## config.mk

```make
export PLATFORM = sky130hd
export DESIGN_NAME = erm_mapper
export DESIGN_NICKNAME = d
export VERILOG_FILES = /design/src/rtl/erm_pkg.sv /design/src/rtl/erm_decode.sv /design/src/rtl/erm_mapper.sv
export SDC_FILE = /design/constraint.sdc
export NUM_CORES = 1
export LEC_CHECK = 0
export BUFFER_PORTS_ARGS = -buffer_cell sky130_fd_sc_hd__buf_2
export CAP_MARGIN = 20
export CORE_MARGIN = 4
export CORE_UTILIZATION = 48
export CTS_CLUSTER_SIZE = 12
export DETAILED_ROUTE_END_ITERATION = 12
export PLACE_DENSITY = 0.79
export SKIP_LAST_GASP = 1
export SYNTH_ARGS = -nofsm -noshare
export SYNTH_HDL_FRONTEND = slang
export SYNTH_SLANG_ARGS = --single-unit
```

## constraint.sdc

```tcl
create_clock -name mclk -period 1.7 [get_ports mclk]
set_input_delay 0.17 -clock mclk [delete_from_list [all_inputs] [get_ports mclk]]
set_output_delay 0.17 -clock mclk [all_outputs]
set_load 0.02 [all_outputs]
```

## src/rtl/erm_pkg.sv

```systemverilog
// Package with register map, field layout and access types of the expanded RAM mapper.
package erm_pkg;

	// ****************************************
	// Register offsets in the special function space
	// ****************************************
	localparam logic [7:0] ERM_PTR_LO_ADDR = 8'h82;
	localparam logic [7:0] ERM_PTR_HI_ADDR = 8'h83;
	localparam logic [7:0] ERM_PAGE_ADDR = 8'h85;
	localparam logic [7:0] ERM_BANK_ADDR = 8'h86;
	localparam logic [7:0] ERM_SYSCFG_ADDR = 8'hbf;

	// ****************************************
	// Reset values
	// ****************************************
	localparam logic [7:0] ERM_PTR_LO_RST = 8'h00;
	localparam logic [7:0] ERM_PTR_HI_RST = 8'h00;
	localparam logic [7:0] ERM_PAGE_RST = 8'h00;
	localparam logic [7:0] ERM_BANK_RST = 8'h01;
	localparam logic [7:0] ERM_SYSCFG_RST = 8'h02;

	// ****************************************
	// Field positions and masks
	// ****************************************
	localparam int ERM_XRAM_EN_BIT = 1;
	localparam int ERM_BANK_EN_BIT = 7;
	localparam logic [7:0] ERM_PAGE_MASK = 8'h03;
	localparam logic [7:0] ERM_BANK_MASK = 8'h8f;
	localparam logic [7:0] ERM_SYSCFG_MASK = 8'h93;

	// ****************************************
	// Memory geometry
	// ****************************************
	localparam logic [15:0] ERM_XRAM_LAST = 16'h02ff;
	localparam logic [1:0] ERM_PAGE_OFFCHIP = 2'h3;
	localparam logic [7:0] ERM_WIN_LO = 8'h40;
	localparam logic [7:0] ERM_WIN_HI = 8'h7f;
	localparam logic [9:0] ERM_XRAM_BASE = 10'h100;

	// Target memory of one data access.
	typedef enum logic [1:0] {
		ERM_TGT_CORE,
		ERM_TGT_SCRATCH,
		ERM_TGT_XRAM,
		ERM_TGT_OFFCHIP
	} erm_target_e;

	// Kind of access presented by the core.
	typedef enum logic [1:0] {
		ERM_ACC_NONE,
		ERM_ACC_XMOVE_PTR,
		ERM_ACC_XMOVE_IDX,
		ERM_ACC_DIRECT
	} erm_access_e;

	// Access request from the core.
	typedef struct packed {
		erm_access_e kind;
		logic [7:0] indirect_index_reg;
		logic [7:0] direct_addr;
		logic [7:0] port2_upper_address;
	} erm_req_s;

	// Steered access towards the memories.
	typedef struct packed {
		erm_target_e target;
		logic [9:0] onchip_addr;
		logic [15:0] offchip_addr;
	} erm_route_s;

	// Special function register write and load port.
	typedef struct packed {
		logic wr_en;
		logic [7:0] addr;
		logic [7:0] wdata;
		logic ptr_load;
		logic [15:0] ptr_value;
	} erm_sfr_s;

endpackage

```

## src/rtl/erm_decode.sv

```systemverilog
// Combinational address decoder that steers one access to its memory.
`timescale 1ns/1ps
module erm_decode
	import erm_pkg::*;
(
	// Request and configuration
	input wire erm_req_s req,
	input wire logic [15:0] data_pointer16,
	input wire logic onchip_xram_enable,
	input wire logic [1:0] xram_page_sel,
	input wire logic bank_window_enable,
	input wire logic [3:0] bank_window_select,
	// Result
	output erm_route_s route
);

	always_comb
	begin
		route.target = ERM_TGT_CORE;
		route.onchip_addr = 10'h000;
		route.offchip_addr = 16'h0000;
		unique case (req.kind)
			ERM_ACC_NONE:
			begin
				route.target = ERM_TGT_CORE;
			end
			ERM_ACC_XMOVE_PTR:
			begin
				route.offchip_addr = data_pointer16;
				if (onchip_xram_enable && data_pointer16 <= ERM_XRAM_LAST)
				begin
					route.target = ERM_TGT_XRAM;
					route.onchip_addr = data_pointer16[9:0];
				end
				else
				begin
					route.target = ERM_TGT_OFFCHIP;
				end
			end
			ERM_ACC_XMOVE_IDX:
			begin
				if (onchip_xram_enable && xram_page_sel != ERM_PAGE_OFFCHIP)
				begin
					route.target = ERM_TGT_XRAM;
					route.onchip_addr = {xram_page_sel, req.indirect_index_reg};
					route.offchip_addr = {6'h00, xram_page_sel, req.indirect_index_reg};
				end
				else
				begin
					route.target = ERM_TGT_OFFCHIP;
					route.offchip_addr = {req.port2_upper_address, req.indirect_index_reg};
				end
			end
			ERM_ACC_DIRECT:
			begin
				route.onchip_addr = {2'h0, req.direct_addr};
				route.target = ERM_TGT_CORE;
				if (bank_window_enable && req.direct_addr >= ERM_WIN_LO
					&& req.direct_addr <= ERM_WIN_HI)
				begin
					route.onchip_addr = {bank_window_select, req.direct_addr[5:0]};
					// Banks 0 to 3 land in scratchpad, 4 to 15 in expanded RAM.
					if (route.onchip_addr < ERM_XRAM_BASE)
					begin
						route.target = ERM_TGT_SCRATCH;
					end
					else
					begin
						route.target = ERM_TGT_XRAM;
						route.onchip_addr = route.onchip_addr - ERM_XRAM_BASE;
					end
				end
			end
		endcase
	end

endmodule // erm_decode

```

## src/rtl/erm_mapper.sv

```systemverilog
// Expanded RAM address mapper: configuration registers, data pointer and routing.
// Function
// - Enabled expanded RAM serves in-range external moves
// - Pointer moves beyond 768 bytes go off-chip
// - Enable cleared sends every external move off-chip
// - Expanded RAM enable resets to one
// - Indirect address is page bits plus register
// - Pages 0..2 map to 256-byte expanded pages
// - Window 40..7F prefixed with bank select
// - Scratchpad at zero, expanded RAM above
// - Bank window active only with enable
// - Sixteen 64-byte banks, 0..3 scratchpad
// - Data pointer byte-writable and 16-bit loadable
// - Enable bit 1 of config, reset 02
`timescale 1ns/1ps
module erm_mapper
	import erm_pkg::*;
(
	// Clock and reset
	input wire logic mclk,
	input wire logic rst_b,
	// Register write port from the core
	input wire erm_sfr_s sfr,
	// Register read port
	input wire logic [7:0] sfr_raddr,
	output logic [7:0] sfr_rdata,
	output logic sfr_hit,
	// Access request from the core
	input wire erm_req_s req,
	// Steered access, registered
	output erm_route_s route_q,
	output logic [15:0] data_pointer16
);

	// ****************************************
	// Write decode
	// ****************************************
	logic wr_ptr_lo;
	logic wr_ptr_hi;
	logic wr_page;
	logic wr_bank;
	logic wr_syscfg;

	// A write strobe only counts for the one register that its address names.
	function automatic logic is_wr(input erm_sfr_s s, input logic [7:0] a);
		is_wr = s.wr_en && (s.addr == a);
	endfunction

	assign wr_ptr_lo = is_wr(sfr, ERM_PTR_LO_ADDR);
	assign wr_ptr_hi = is_wr(sfr, ERM_PTR_HI_ADDR);
	assign wr_page = is_wr(sfr, ERM_PAGE_ADDR);
	assign wr_bank = is_wr(sfr, ERM_BANK_ADDR);
	assign wr_syscfg = is_wr(sfr, ERM_SYSCFG_ADDR);

	// ****************************************
	// Data pointer
	// ****************************************
	logic [7:0] ptr_lo_reg;
	logic [7:0] ptr_lo_next;
	logic [7:0] ptr_hi_reg;
	logic [7:0] ptr_hi_next;

	always_comb
	begin
		ptr_lo_next = ptr_lo_reg;
		ptr_hi_next = ptr_hi_reg;
		// A 16-bit load takes priority over a byte write in the same cycle.
		if (sfr.ptr_load)
		begin
			ptr_lo_next = sfr.ptr_value[7:0];
			ptr_hi_next = sfr.ptr_value[15:8];
		end
		else
		begin
			if (wr_ptr_lo)
			begin
				ptr_lo_next = sfr.wdata;
			end
			if (wr_ptr_hi)
			begin
				ptr_hi_next = sfr.wdata;
			end
		end
	end

	always_ff @(posedge mclk or negedge rst_b)
	begin
		if (!rst_b)
		begin
			ptr_lo_reg <= ERM_PTR_LO_RST;
			ptr_hi_reg <= ERM_PTR_HI_RST;
		end
		else
		begin
			ptr_lo_reg <= ptr_lo_next;
			ptr_hi_reg <= ptr_hi_next;
		end
	end

	// The pointer leaves the block as one word, high byte first.
	assign data_pointer16 = {ptr_hi_reg, ptr_lo_reg};

	// ****************************************
	// Control registers
	// ****************************************
	logic [7:0] page_reg;
	logic [7:0] page_next;
	logic [7:0] bank_reg;
	logic [7:0] bank_next;
	logic [7:0] syscfg_reg;
	logic [7:0] syscfg_next;

	// Reserved bits are dropped on write so that they always read back as zero.
	always_comb
	begin
		page_next = page_reg;
		bank_next = bank_reg;
		syscfg_next = syscfg_reg;
		if (wr_page)
		begin
			page_next = sfr.wdata & ERM_PAGE_MASK;
		end
		if (wr_bank)
		begin
			bank_next = sfr.wdata & ERM_BANK_MASK;
		end
		if (wr_syscfg)
		begin
			syscfg_next = sfr.wdata & ERM_SYSCFG_MASK;
		end
	end

	always_ff @(posedge mclk or negedge rst_b)
	begin
		if (!rst_b)
		begin
			page_reg <= ERM_PAGE_RST;
			bank_reg <= ERM_BANK_RST;
			syscfg_reg <= ERM_SYSCFG_RST;
		end
		else
		begin
			page_reg <= page_next;
			bank_reg <= bank_next;
			syscfg_reg <= syscfg_next;
		end
	end

	// ****************************************
	// Register read-back
	// ****************************************
	always_comb
	begin
		sfr_hit = 1'b1;
		unique case (sfr_raddr)
			ERM_PTR_LO_ADDR:
			begin
				sfr_rdata = ptr_lo_reg;
			end
			ERM_PTR_HI_ADDR:
			begin
				sfr_rdata = ptr_hi_reg;
			end
			ERM_PAGE_ADDR:
			begin
				sfr_rdata = page_reg;
			end
			ERM_BANK_ADDR:
			begin
				sfr_rdata = bank_reg;
			end
			ERM_SYSCFG_ADDR:
			begin
				sfr_rdata = syscfg_reg;
			end
			default:
			begin
				sfr_hit = 1'b0;
				sfr_rdata = 8'h00;
			end
		endcase
	end

	// ****************************************
	// Routing
	// ****************************************
	// The decode uses settled register values, so a write takes effect on the next access.
	erm_route_s route_c;
	erm_route_s route_reg;
	erm_route_s route_next;

	erm_decode u_decode (
		.req(req),
		.data_pointer16(data_pointer16),
		.onchip_xram_enable(syscfg_reg[ERM_XRAM_EN_BIT]),
		.xram_page_sel(page_reg[1:0]),
		.bank_window_enable(bank_reg[ERM_BANK_EN_BIT]),
		.bank_window_select(bank_reg[3:0]),
		.route(route_c)
	);

	always_comb
	begin
		route_next = route_c;
	end

	always_ff @(posedge mclk or negedge rst_b)
	begin
		if (!rst_b)
		begin
			route_reg <= '0;
		end
		else
		begin
			route_reg <= route_next;
		end
	end

	// One register stage costs a cycle but keeps decode glitches away from the memories.
	assign route_q = route_reg;

endmodule // erm_mapper

```

==> flow_summary_export.csv, run 1 <==
group,metric,value,unit
detailed_routing,drt-vias-per-instance,5.61,
status,failed_checks,"setup timing",
synthesis,avgSynthCellArea,11.3,µm²
job,maxCapViolations,0,
synthesis,seq_area_frac_synth,48.0,%
place,preCtsSetupSlack,0.0727,ns
final_layout,finalCoreUtilization,67.7,%
worst_setup_path,path_cells,"mux2i_1 > a2bb2oi_1 > nor2_1 > a221o_1 > buf_6",
worst_setup_path,crit_fanout,2,
sta,max_freq,572,MHz
sta,final_worst_setup_slack,-0.0476,ns
die,placement_rows,27,
place,place.gp.congestion,0.834,
detailed_routing,dr_vias,2614,
synthesis,post_synth_adder_cell_area,1.74,%
place,dp.final_hpwl,6.46,mm
worst_setup_path,crit_family,"compound AO/OA/AOI/OAI gates",
worst_setup_path,crit_required,1.53,ns
synthesis,synth-compound-area-share,12.7,%
worst_setup_path,cp-end-kind,"primary output",
die,die_height,85.4,µm
die,floorplan.initialDensity,50.9,%
cts,ctsLongestPathBuffers,2,
final_layout,layout_commonest_cell,"buf_2",
synthesis,synth_nets,328,
worst_setup_path,worst_setup_path_start_kind,"flop",
detailed_routing,antenna_violating_nets_left,0,
synthesis,share_of_cell_area_taken_by_muxes_after_synthesis,20.3,%
power,powerDensity,764,nW/µm²
global_routing,grt_start_max_net_pins,56,
final_layout,fraction_of_layout_instances_using_a_drive_strength_above_1,51.5,%
power,total_leakage_power,1.90,nW
final_layout,insertedDiodeCount,0,
synthesis,share_of_synthesized_registers_carrying_an_async_set_or_reset,100,%
die,core_area,5640,µm²
global_routing,number_of_antenna_violations_at_the_first_check_in_global_routing,0,
cts,sinks_on_the_clock_net,55,
worst_hold_path,holdCritPathClass,"in2reg",
synthesis,synth-xor-area-share,0,%
synthesis,ys_ff_latch,55,
cts,numCtsBuffers,5,
worst_setup_path,worstPathArrival,1.58,ns
worst_setup_path,worstPathBufferInverterCount,1,
cts,cts_tree,"yes",
status,outcome,"finished with violations",
place,place.port_buffers,122,
worst_hold_path,worst_hold_path.num_cells,2,
synthesis,synth_top_family_by_area,"multiplexers",
final_layout,final.fill_count,461,
die,fp.dieArea,7290,µm²
cts,cts_root_buffer,"clkbuf_8",
detailed_routing,initialDrtViolationCount,220,
detailed_routing,routed_wl,8.45,mm
power,worst_vdd_ir,724,µV
synthesis,yosys.area_share.simple,15.0,%
synthesis,synth.yosys.warnings,0,
synthesis,synthDistinctLibCells,43,
sta,grt_setup_unrepaired,"true",
worst_setup_path,reg2reg_setup_slack,0.12,ns
sta,max_slew.worst_pin.slew,0.468,ns
place,placed_instances,451,
sta,minimum_clock_period_after_layout,1.75,ns
global_routing,vias_in_the_first_global_route,2664,
worst_setup_path,worstRegToRegCells,5,
sta,max_slew_margin,68.8,%
global_routing,global_route_wire_length_before_repair,13.3,mm
final_layout,areaGrowthSynthToFinish,32.9,%
worst_hold_path,hp-start,"sfr[4]",
worst_setup_path,crit-reg2reg-capture,"route_q[24]$_DFF_PN0_",
synthesis,synth_edf_count,0,
sta,timing.final.max_slew_violations,0,
sta,fin_skew,0.00734,ns
worst_setup_path,rr_startpoint,"ptr_hi_reg[2]$_DFFE_PN0P_",
die,io_pins,123,
final_layout,largest_reg_flops,28,
final_layout,commonest_cells_after_routing_fill_and_taps_aside,"buf_2 (120), dfrtp_1 (53), mux2_2 (43)",
sta,hold_viol_final,0,
worst_hold_path,hold_end,"ptr_lo_reg[4]$_DFFE_PN0P_",
synthesis,syn_inst,254,
cts,cts.reportedPaths.clkPinSlew,0.10,ns
die,die_width,85.4,µm
final_layout,final_nets,467,
worst_setup_path,cp_slowest_cell,"dfrtp_1",
detailed_routing,route.detailed.drc,0,
detailed_routing,post_drt_wl_per_cell,18.1,µm
synthesis,synthesis.area,2870,µm²
worst_setup_path,timing_worst_setup_path_type,"reg2out",
worst_setup_path,timing.critical_path.slowest_cell_delay,0.41,ns
sta,period_utilization,103,%
sta,setup_viol,2,
global_routing,grt_use_total,23.3,%
synthesis,yosys_most_used_dff,"dfrtp_1",
cts,level_count_of_the_clock_h_tree,2,
cts,clock_insertion_delay_worst_skew,0.32,ns
global_routing,grt.overflow.total,0,
detailed_routing,drt_first_pass_iters,5,
final_layout,fin_cells,466,
metrics by stage:
| stage | area (µm²) | hold WS (ns) | setup TNS [ns] | power, mW |
|---|---|---|---|---|
| after global routing | 3820 | 0.0704 | -0.213 | 3.05 |
| after detailed placement | 3650 | 0.187 | 0 | 2.13 |
| after global placement | 3650 | 0.186 | 0 | 2.12 |
| final | 3820 | 0.0753 | -0.0946 | 2.92 |
| after CTS | 3790 | 0.0755 | -0.0722 | 2.91 |
| after floorplan | 2870 | -0.126 | 0 | 1.81 |
worst register-to-register path: stages (launching register included):
cell and delay, ns:
dfrtp_1 0.39, or3_1 0.46, nor4_4 0.27, buf_6 0.17, nand2_1 0.05, a31oi_1 0.17
synth_stat cells (2+ instances only):
| library cell | count | share of area (%) |
|---|---|---|
| and4b_1 | 2 | 0.70 |
| nand3_2 | 2 | 0.70 |
| mux2i_1 | 10 | 3.5 |
| nor3_1 | 4 | 0.70 |
| nor2_1 | 14 | 1.8 |
| a21oi_1 | 14 | 2.4 |
| a32oi_1 | 7 | 2.1 |
| nor2b_1 | 16 | 3.5 |
| inv_1 | 4 | 0.52 |
| a22oi_1 | 14 | 3.7 |
| dfstp_2 | 2 | 1.8 |
| a2bb2oi_1 | 2 | 0.61 |
| mux2_2 | 43 | 17 |
| clkbuf_1 | 8 | 1.0 |
| nand2_1 | 13 | 1.7 |
| dfrtp_1 | 53 | 46 |
| nand3_1 | 9 | 1.6 |
| a31oi_1 | 4 | 0.87 |
| a221o_1 | 2 | 0.70 |
| buf_1 | 2 | 0.26 |
| ha_1 | 4 | 1.7 |
| or3_1 | 2 | 0.44 |
| o21ai_0 | 3 | 0.52 |
repair_timing:
action | 4_1_cts | 5_1_grt
hold buffers | 1 | 0
hold endpoints to repair | 53 | 0
resized for setup | 4 | 1
pin swaps | 0 | 0
endpoints found under the setup margin | 2 | 3
buffers inserted | 3 | 3
where the power goes:
group	switching [mW]	internal, mW	leakage, nW	total, mW
logic	0.365	0.304	1.14	0.669
registers	0.0677	1.39	0.709	1.46
clock network	0.454	0.334	0.0474	0.788
cell type report:
class	instances	area (µm²)	area share (%)
Multi-Input combinational cell	183	1430	37.4
Sequential cell	55	1380	36.1
Timing Repair Buffer	144	807	21.1
Tap cell	72	90.1	2.36
Clock buffer	6	82.6	2.16
Clock inverter	2	16.3	0.426
Inverter	4	15.0	0.393
metal layers:
layer  vias to the layer above  share of wire [%]  track usage, %
li1                       1215                  -               -
met1                      1266                 41            30.3
met2                       121                 49            38.2
met3                        12                8.6            6.41
met4                         0                1.5            6.19
met5                         -                  0               0
cells by family (layout without fill, tap and decap cells):
kind of cell               count (synthesis)  count (layout)
muxes                                     53              53
and+or+nand+nor                           74              74
buffers and inverters                     16             156
DFF                                       55              55
adders and majority gates                  4               4
AOI/OAI and AO/OA                         52              52
how the worst max path moves through the flow:
| stage | from | endpoint | slack (ns) | cells after the start |
|---|---|---|---|---|
| after floorplan | ptr_hi_reg[2]$_DFFE_PN0P_ | route_q[22]$_DFF_PN0_ | 0.07 | 4 |
| after global placement | req[25] | route_q[24]$_DFF_PN0_ | 0.14 | 8 |
| after detailed placement | req[25] | route_q[24]$_DFF_PN0_ | 0.07 | 8 |
| after CTS | ptr_lo_reg[0]$_DFFE_PN0P_ | sfr_rdata[0] | -0.04 | 5 |
| after global routing | bank_reg[1]$_DFFE_PN0P_ | sfr_rdata[1] | -0.12 | 5 |
| final | ptr_lo_reg[0]$_DFFE_PN0P_ | sfr_rdata[0] | -0.05 | 5 |
Power figures use the tool's default switching activity.
==> inputs of run 2 (changes only) <==
--- a/config.mk
+++ b/config.mk
@@ -8,11 +8,13 @@
 export BUFFER_PORTS_ARGS = -buffer_cell sky130_fd_sc_hd__buf_2
 export CAP_MARGIN = 20
 export CORE_MARGIN = 4
-export CORE_UTILIZATION = 48
+export CORE_UTILIZATION = 49
 export CTS_CLUSTER_SIZE = 12
 export DETAILED_ROUTE_END_ITERATION = 12
+export MAX_ROUTING_LAYER = met4
 export PLACE_DENSITY = 0.79
 export SKIP_LAST_GASP = 1
 export SYNTH_ARGS = -nofsm -noshare
 export SYNTH_HDL_FRONTEND = slang
+export SYNTH_HIERARCHICAL = 1
 export SYNTH_SLANG_ARGS = --single-unit
==> constraint.sdc (replaced) <==
create_clock -name mclk -period 1.7 [get_ports mclk]
set_input_delay 0.34 -clock mclk [delete_from_list [all_inputs] [get_ports mclk]]
set_output_delay 0.34 -clock mclk [all_outputs]
set_load 0.02 [all_outputs]
==> flow_summary_export.csv, run 2 <==
group,metric,value,unit
status,outcome,"finished with violations",
status,failed_checks,"setup timing",
global_routing,global_route.usage.met3,4.52,%
detailed_routing,dr_vias,3140,
synthesis,synthDistinctLibCells,52,
global_routing,busiest_layer,"met2",
global_routing,global_route_wire_length_before_repair,15.2,mm
final_layout,sequential_cell_area,1380,µm²
worst_setup_path,rr_startpoint,"ptr_hi_reg[4]$_DFFE_PN0P_",
final_layout,final.fill_count,475,
synthesis,synth.yosys.warnings,6,
global_routing,use_met1,32.5,%
worst_setup_path,crit_fanout,2,
detailed_routing,antenna_violating_nets_left,0,
detailed_routing,drt_first_pass_iters,5,
synthesis,syn_inst,303,
final_layout,commonest_cells_after_routing_fill_and_taps_aside,"buf_2 (110), dfrtp_1 (52), buf_4 (35)",
cts,clock_insertion_delay_worst_skew,0.31,ns
worst_setup_path,worstPathArrival,1.44,ns
worst_setup_path,critPathCapture,"sfr_rdata[0]",
sta,hold_viol_final,0,
global_routing,grt_use_total,26.0,%
synthesis,yosys_most_used_dff,"dfrtp_1",
worst_setup_path,reg2reg_setup_slack,0.20,ns
cts,cts.reportedPaths.clkPinSlew,0.10,ns
power,total_leakage_power,1.99,nW
place,dp.final_hpwl,7.45,mm
synthesis,avgSynthCellArea,10.4,µm²
die,core_area,6060,µm²
die,die_height,88.2,µm
detailed_routing,initialDrtViolationCount,231,
worst_hold_path,holdCritPathClass,"in2async",
final_layout,final_design_area_no_fill,4270,µm²
final_layout,fraction_of_layout_instances_using_a_drive_strength_above_1,46.3,%
sta,final_worst_setup_slack,-0.0792,ns
cts,numCtsBuffers,5,
cts,level_count_of_the_clock_h_tree,2,
cts,ctsLongestPathBuffers,2,
sta,max_slew.worst_pin.slew,0.500,ns
sta,max_freq,562,MHz
sta,max_slew_margin,66.7,%
cts,cts_root_buffer,"clkbuf_8",
worst_setup_path,worst_setup_path_start_kind,"flop",
die,floorplan.initialDensity,51.9,%
synthesis,synthesis.area,3150,µm²
sta,grt_setup_unrepaired,"true",
cts,cts_tree,"yes",
final_layout,areaGrowthSynthToFinish,35.8,%
detailed_routing,drt-vias-per-instance,6.06,
final_layout,layout_commonest_cell,"buf_2",
place,place.port_buffers,122,
synthesis,synth_nets,377,
die,io_pins,123,
sta,setup_viol,2,
synthesis,ys_ff_latch,55,
detailed_routing,post_drt_wl_per_cell,18.6,µm
die,placement_rows,28,
place,post_dp_cell_area,4000,µm²
job,maxCapViolations,0,
synthesis,share_of_synthesized_registers_carrying_an_async_set_or_reset,100,%
synthesis,synth_edf_count,0,
synthesis,yosys-top-cells-count,"dfrtp_1 (53), nor2b_1 (21), a21oi_1 (19)",
worst_setup_path,cp-startpoint,"bank_reg[0]$_DFFE_PN1P_",
power,worst_vdd_ir,416,µV
synthesis,synthTopCellsByArea,"dfrtp_1 (42%), a41oi_1 (4.5%), nor2b_1 (4.2%)",
worst_setup_path,crit-reg2reg-capture,"route_q[26]$_DFF_PN0_",
final_layout,final_nets,516,
global_routing,vias_in_the_first_global_route,3075,
cts,sinks_on_the_clock_net,55,
global_routing,met2_demand_to_capacity_share_in_global_routing,41.8,%
cts,ctsHoldBuffers,0,
final_layout,insertedDiodeCount,0,
synthesis,yosysTopAreaCellShare,42.1,%
synthesis,yosysTopAreaCell,"dfrtp_1",
die,fp.dieArea,7770,µm²
place,place.gp.congestion,0.914,
final_layout,largest_reg_flops,28,
global_routing,grt_start_max_net_pins,56,
worst_setup_path,crit_required,1.36,ns
synthesis,seq_area_frac_synth,43.8,%
die,die_width,88.2,µm
sta,minimum_clock_period_after_layout,1.78,ns
sta,timing.final.max_slew_violations,0,
synthesis,synth.most_common_cell,"dfrtp_1",
worst_setup_path,worstRegToRegCells,4,
power,powerDensity,713,nW/µm²
detailed_routing,route.detailed.drc,0,
power,power,3.05,mW
worst_setup_path,cp-end-kind,"primary output",
sta,period_utilization,105,%
detailed_routing,routed_wl,9.63,mm
global_routing,number_of_antenna_violations_at_the_first_check_in_global_routing,0,
final_layout,multi_input_area,1710,µm²
sta,fin_skew,0.00962,ns
global_routing,grt.overflow.total,0,
worst_setup_path,timing_worst_setup_path_type,"reg2out",
run 2: final cells by class:
type,count,area share [%]
Inverter,4,0.351
Timing Repair Buffer,157,22.7
Multi-Input combinational cell,219,39.9
Clock buffer,6,1.70
Clock inverter,2,0.878
Sequential cell,55,32.3
Tap cell,75,2.20
run 2: logic make-up (layout without fill, tap and decap cells):
logic type	count (synthesis)	count (layout)	share of synthesized area [%]
DFF	55	55	43.8
muxes	16	16	5.84
adders and majority gates	4	4	1.59
buffers and inverters	29	169	4.09
AOI/OAI and AO/OA	100	100	23.8
and+or+nand+nor	99	99	20.9
run 2: report_power, final:
group          switching [mW]  leakage, nW  internal (mW)  total [mW]
Combinational           0.408         1.24          0.308       0.716
Clock                   0.427       0.0514          0.440       0.867
Sequential             0.0753        0.698           1.39        1.47
Total                   0.911         1.99           2.14        3.05
run 2: worst min-delay path by stage:
stage | from | endpoint | slack (ns) | cells after the start
4_1_cts | rst_b | route_q[17]$_DFF_PN0_ | 0.01 | 2
5_1_grt | rst_b | route_q[17]$_DFF_PN0_ | 0.02 | 2
2_1_floorplan | rst_b | bank_reg[1]$_DFFE_PN0P_ | 0.04 | 0
3_3_place_gp | rst_b | route_q[13]$_DFF_PN0_ | 0.35 | 2
3_5_place_dp | rst_b | route_q[12]$_DFF_PN0_ | 0.36 | 2
6_report | rst_b | route_q[16]$_DFF_PN0_ | 0.003 | 2
run 2: through the flow:
stage | instances | setup TNS, ns | hold WS, ns | utilization, % | worst slack, ns
final | 518 | -0.134 | 0.00276 | 70.5 | -0.0792
after global routing | 518 | -0.260 | 0.0222 | 70.5 | -0.144
after CTS | 514 | -0.168 | 0.0121 | 69.0 | -0.0921
after detailed placement | 504 | -4.87 | 0.357 | 66.0 | -0.278
after global placement | 504 | -4.03 | 0.353 | 66.0 | -0.238
after floorplan | 303 | -0.138 | 0.0444 | - | -0.0646
run 2: timing repair:
item / 4_1_cts / 5_1_grt
pin swaps: 4 / 7
buffers inserted: 3 / 4
setup endpoints to repair: 8 / 7
gates resized for setup: 17 / 19
run 2: routing by layer:
layer | routed length (µm) | vias up
met5 | 0 | -
met4 | 231 | 0
met3 | 936 | 18
met2 | 4650 | 177
li1 | - | 1450
met1 | 3810 | 1495
run 2: worst max-delay path, cell delays in order, from the launching register on:
cell and delay, ns:
dfstp_2 0.54, mux2_4 0.14, a22oi_2 0.04, o211ai_1 0.22
buf_4 0.19
==> inputs of run 3 (changes only) <==
--- a/config.mk
+++ b/config.mk
@@ -13,7 +13,6 @@
 export DETAILED_ROUTE_END_ITERATION = 12
 export MAX_ROUTING_LAYER = met4
 export PLACE_DENSITY = 0.79
-export SKIP_LAST_GASP = 1
 export SYNTH_ARGS = -nofsm -noshare
 export SYNTH_HDL_FRONTEND = slang
 export SYNTH_HIERARCHICAL = 1
==> flow_summary_export.csv, run 3 (synthesis gave the netlist of run 2 again) <==
group,metric,value,unit
final_layout,insertedDiodeCount,0,
global_routing,number_of_antenna_violations_at_the_first_check_in_global_routing,0,
die,fp.dieArea,7770,µm²
global_routing,grt.overflow.total,0,
sta,minimum_clock_period_after_layout,1.80,ns
sta,max_slew.worst_pin.slew,0.512,ns
die,placement_rows,28,
die,core_area,6060,µm²
sta,max_slew_margin,65.9,%
worst_setup_path,reg2reg_setup_slack,0.19,ns
worst_setup_path,cp-end-kind,"primary output",
power,powerDensity,719,nW/µm²
worst_setup_path,crit_fanout,2,
sta,grt_setup_unrepaired,"true",
final_layout,fraction_of_layout_instances_using_a_drive_strength_above_1,45.8,%
cts,clock_insertion_delay_worst_skew,0.31,ns
worst_setup_path,worstPathBufferInverterCount,1,
cts,sinks_on_the_clock_net,55,
worst_setup_path,crit_required,1.36,ns
worst_setup_path,timing.critical_path.slowest_cell_delay,0.54,ns
final_layout,final.fill_count,479,
detailed_routing,route.detailed.drc,0,
global_routing,vias_in_the_first_global_route,3069,
power,power,3.05,mW
place,placed_instances,504,
worst_hold_path,holdCritPathClass,"in2async",
sta,period_utilization,106,%
final_layout,finalCoreUtilization,70.0,%
detailed_routing,drt-vias-per-instance,6.09,
status,failed_checks,"setup timing",
final_layout,areaGrowthSynthToFinish,34.7,%
worst_setup_path,worst_setup_path_start_kind,"flop",
sta,final_worst_setup_slack,-0.0965,ns
cts,cts_tree,"yes",
status,outcome,"finished with violations",
job,maxCapViolations,0,
final_layout,fin_cells,516,
sta,setup_viol,2,
place,place.port_buffers,122,
cts,cts_root_buffer,"clkbuf_8",
global_routing,global_route_wire_length_before_repair,15.2,mm
final_layout,largest_reg_flops,28,
final_layout,final_nets,514,
cts,cts.reportedPaths.clkPinSlew,0.10,ns
worst_setup_path,timing_worst_setup_path_type,"reg2out",
worst_setup_path,path_cells,"mux2_4 > a22oi_2 > o211ai_1 > buf_4",
die,io_pins,123,
power,total_leakage_power,1.97,nW
detailed_routing,drt_first_pass_iters,5,
detailed_routing,routed_wl,9.75,mm
final_layout,final_design_area_no_fill,4240,µm²
worst_setup_path,cp_slowest_cell,"dfstp_2",
place,place.gp.congestion,0.914,
die,die_width,88.2,µm
worst_setup_path,crit_family,"flip-flops",
worst_setup_path,worstPathArrival,1.46,ns
sta,timing.final.max_slew_violations,0,
final_layout,commonest_cells_after_routing_fill_and_taps_aside,"buf_2 (112), dfrtp_1 (52), buf_4 (35)",
cts,level_count_of_the_clock_h_tree,2,
detailed_routing,dr_vias,3144,
die,die_height,88.2,µm
global_routing,grt_start_max_net_pins,56,
cts,ctsLongestPathBuffers,2,
place,post_dp_cell_area,4000,µm²
final_layout,layout_commonest_cell,"buf_2",
detailed_routing,initialDrtViolationCount,224,
detailed_routing,post_drt_wl_per_cell,18.9,µm
cts,numCtsBuffers,5,
sta,fin_skew,0.00965,ns
global_routing,grt_use_total,26.1,%
place,dp.final_hpwl,7.45,mm
detailed_routing,antenna_violating_nets_left,0,
power,worst_vdd_ir,416,µV
sta,max_freq,557,MHz
die,floorplan.initialDensity,51.9,%
sta,hold_viol_final,0,
[run 3: cell types whose count changed in the layout (fill, tap and decap cells not counted)]
| cell | delta |
|---|---|
| buf_6 | -4 |
| buf_2 | +2 |
| a22oi_1 | -1 |
| a22oi_2 | +1 |
| mux2_2 | -1 |
| mux2_4 | +1 |
| nor2b_1 | +1 |
| nor2b_2 | -1 |
| o21ai_1 | +1 |
| o21ai_2 | -1 |
[run 3: repair_timing]
item,4_1_cts,5_1_grt
pin swaps,4,8
endpoints found under the hold margin,0,0
hold buffers,0,0
gates resized for setup,19,12
setup endpoints to repair,8,7
setup buffers,3,2
[run 3: worst paths after layout]
check	cells after the start	from	endpoint
min in group mclk	2	req[25]	route_q[27]$_DFF_PN0_
min	2	rst_b	route_q[17]$_DFF_PN0_
min reg2reg	1	syscfg_reg[4]$_DFFE_PN0P_	syscfg_reg[4]$_DFFE_PN0P_
max in group asynchronous	2	rst_b	syscfg_reg[1]$_DFFE_PN1P_
max	4	bank_reg[0]$_DFFE_PN1P_	sfr_rdata[0]
max reg2reg	4	ptr_hi_reg[4]$_DFFE_PN0P_	route_q[26]$_DFF_PN0_
[run 3: final cells by class]
cell class                 count  area [µm²]  share of cell area (%)
sequential                    55        1380                    32.5
multi-input combinational    219        1710                    40.3
clock inverter                 2        37.5                   0.885
timing repair buffer         155         935                    22.0
clock buffer                   6        72.6                    1.71
tap                           75        93.8                    2.21
inverter                       4        15.0                   0.354
[run 3: through the flow]
| step | TNS, ns | hold slack [ns] | setup slack, ns |
|---|---|---|---|
| global route | -0.348 | 0.0222 | -0.149 |
| detailed placement | -4.87 | 0.357 | -0.278 |
| global placement | -4.03 | 0.353 | -0.238 |
| CTS | -0.160 | 0.0121 | -0.0921 |
| finish | -0.176 | 0.000263 | -0.0965 |
| floorplan | -0.138 | 0.0444 | -0.0646 |
[run 3: worst register-to-register path, cell delays in order, from the launching register on]
cell and delay [ns]:
dfrtp_2 0.44, buf_4 0.15, nor4b_4 0.41, nand3_4 0.20
o2bb2ai_1 0.18
[run 3: power breakdown]
group / internal [mW] / total, mW / switching, mW
clock network: 0.440 / 0.872 / 0.432
registers: 1.39 / 1.47 / 0.0759
logic: 0.301 / 0.711 / 0.410
total: 2.13 / 3.05 / 0.918
[run 3: per-layer routing]
| metal | part of all wire, % | global-route usage (%) | vias to the layer above |
|---|---|---|---|
| met2 | 49 | 42.1 | 176 |
| li1 | - | - | 1447 |
| met1 | 39 | 32.6 | 1504 |
| met3 | 9.1 | 4.52 | 17 |
| met5 | 0 | - | - |
| met4 | 2.2 | 10.2 | 0 |
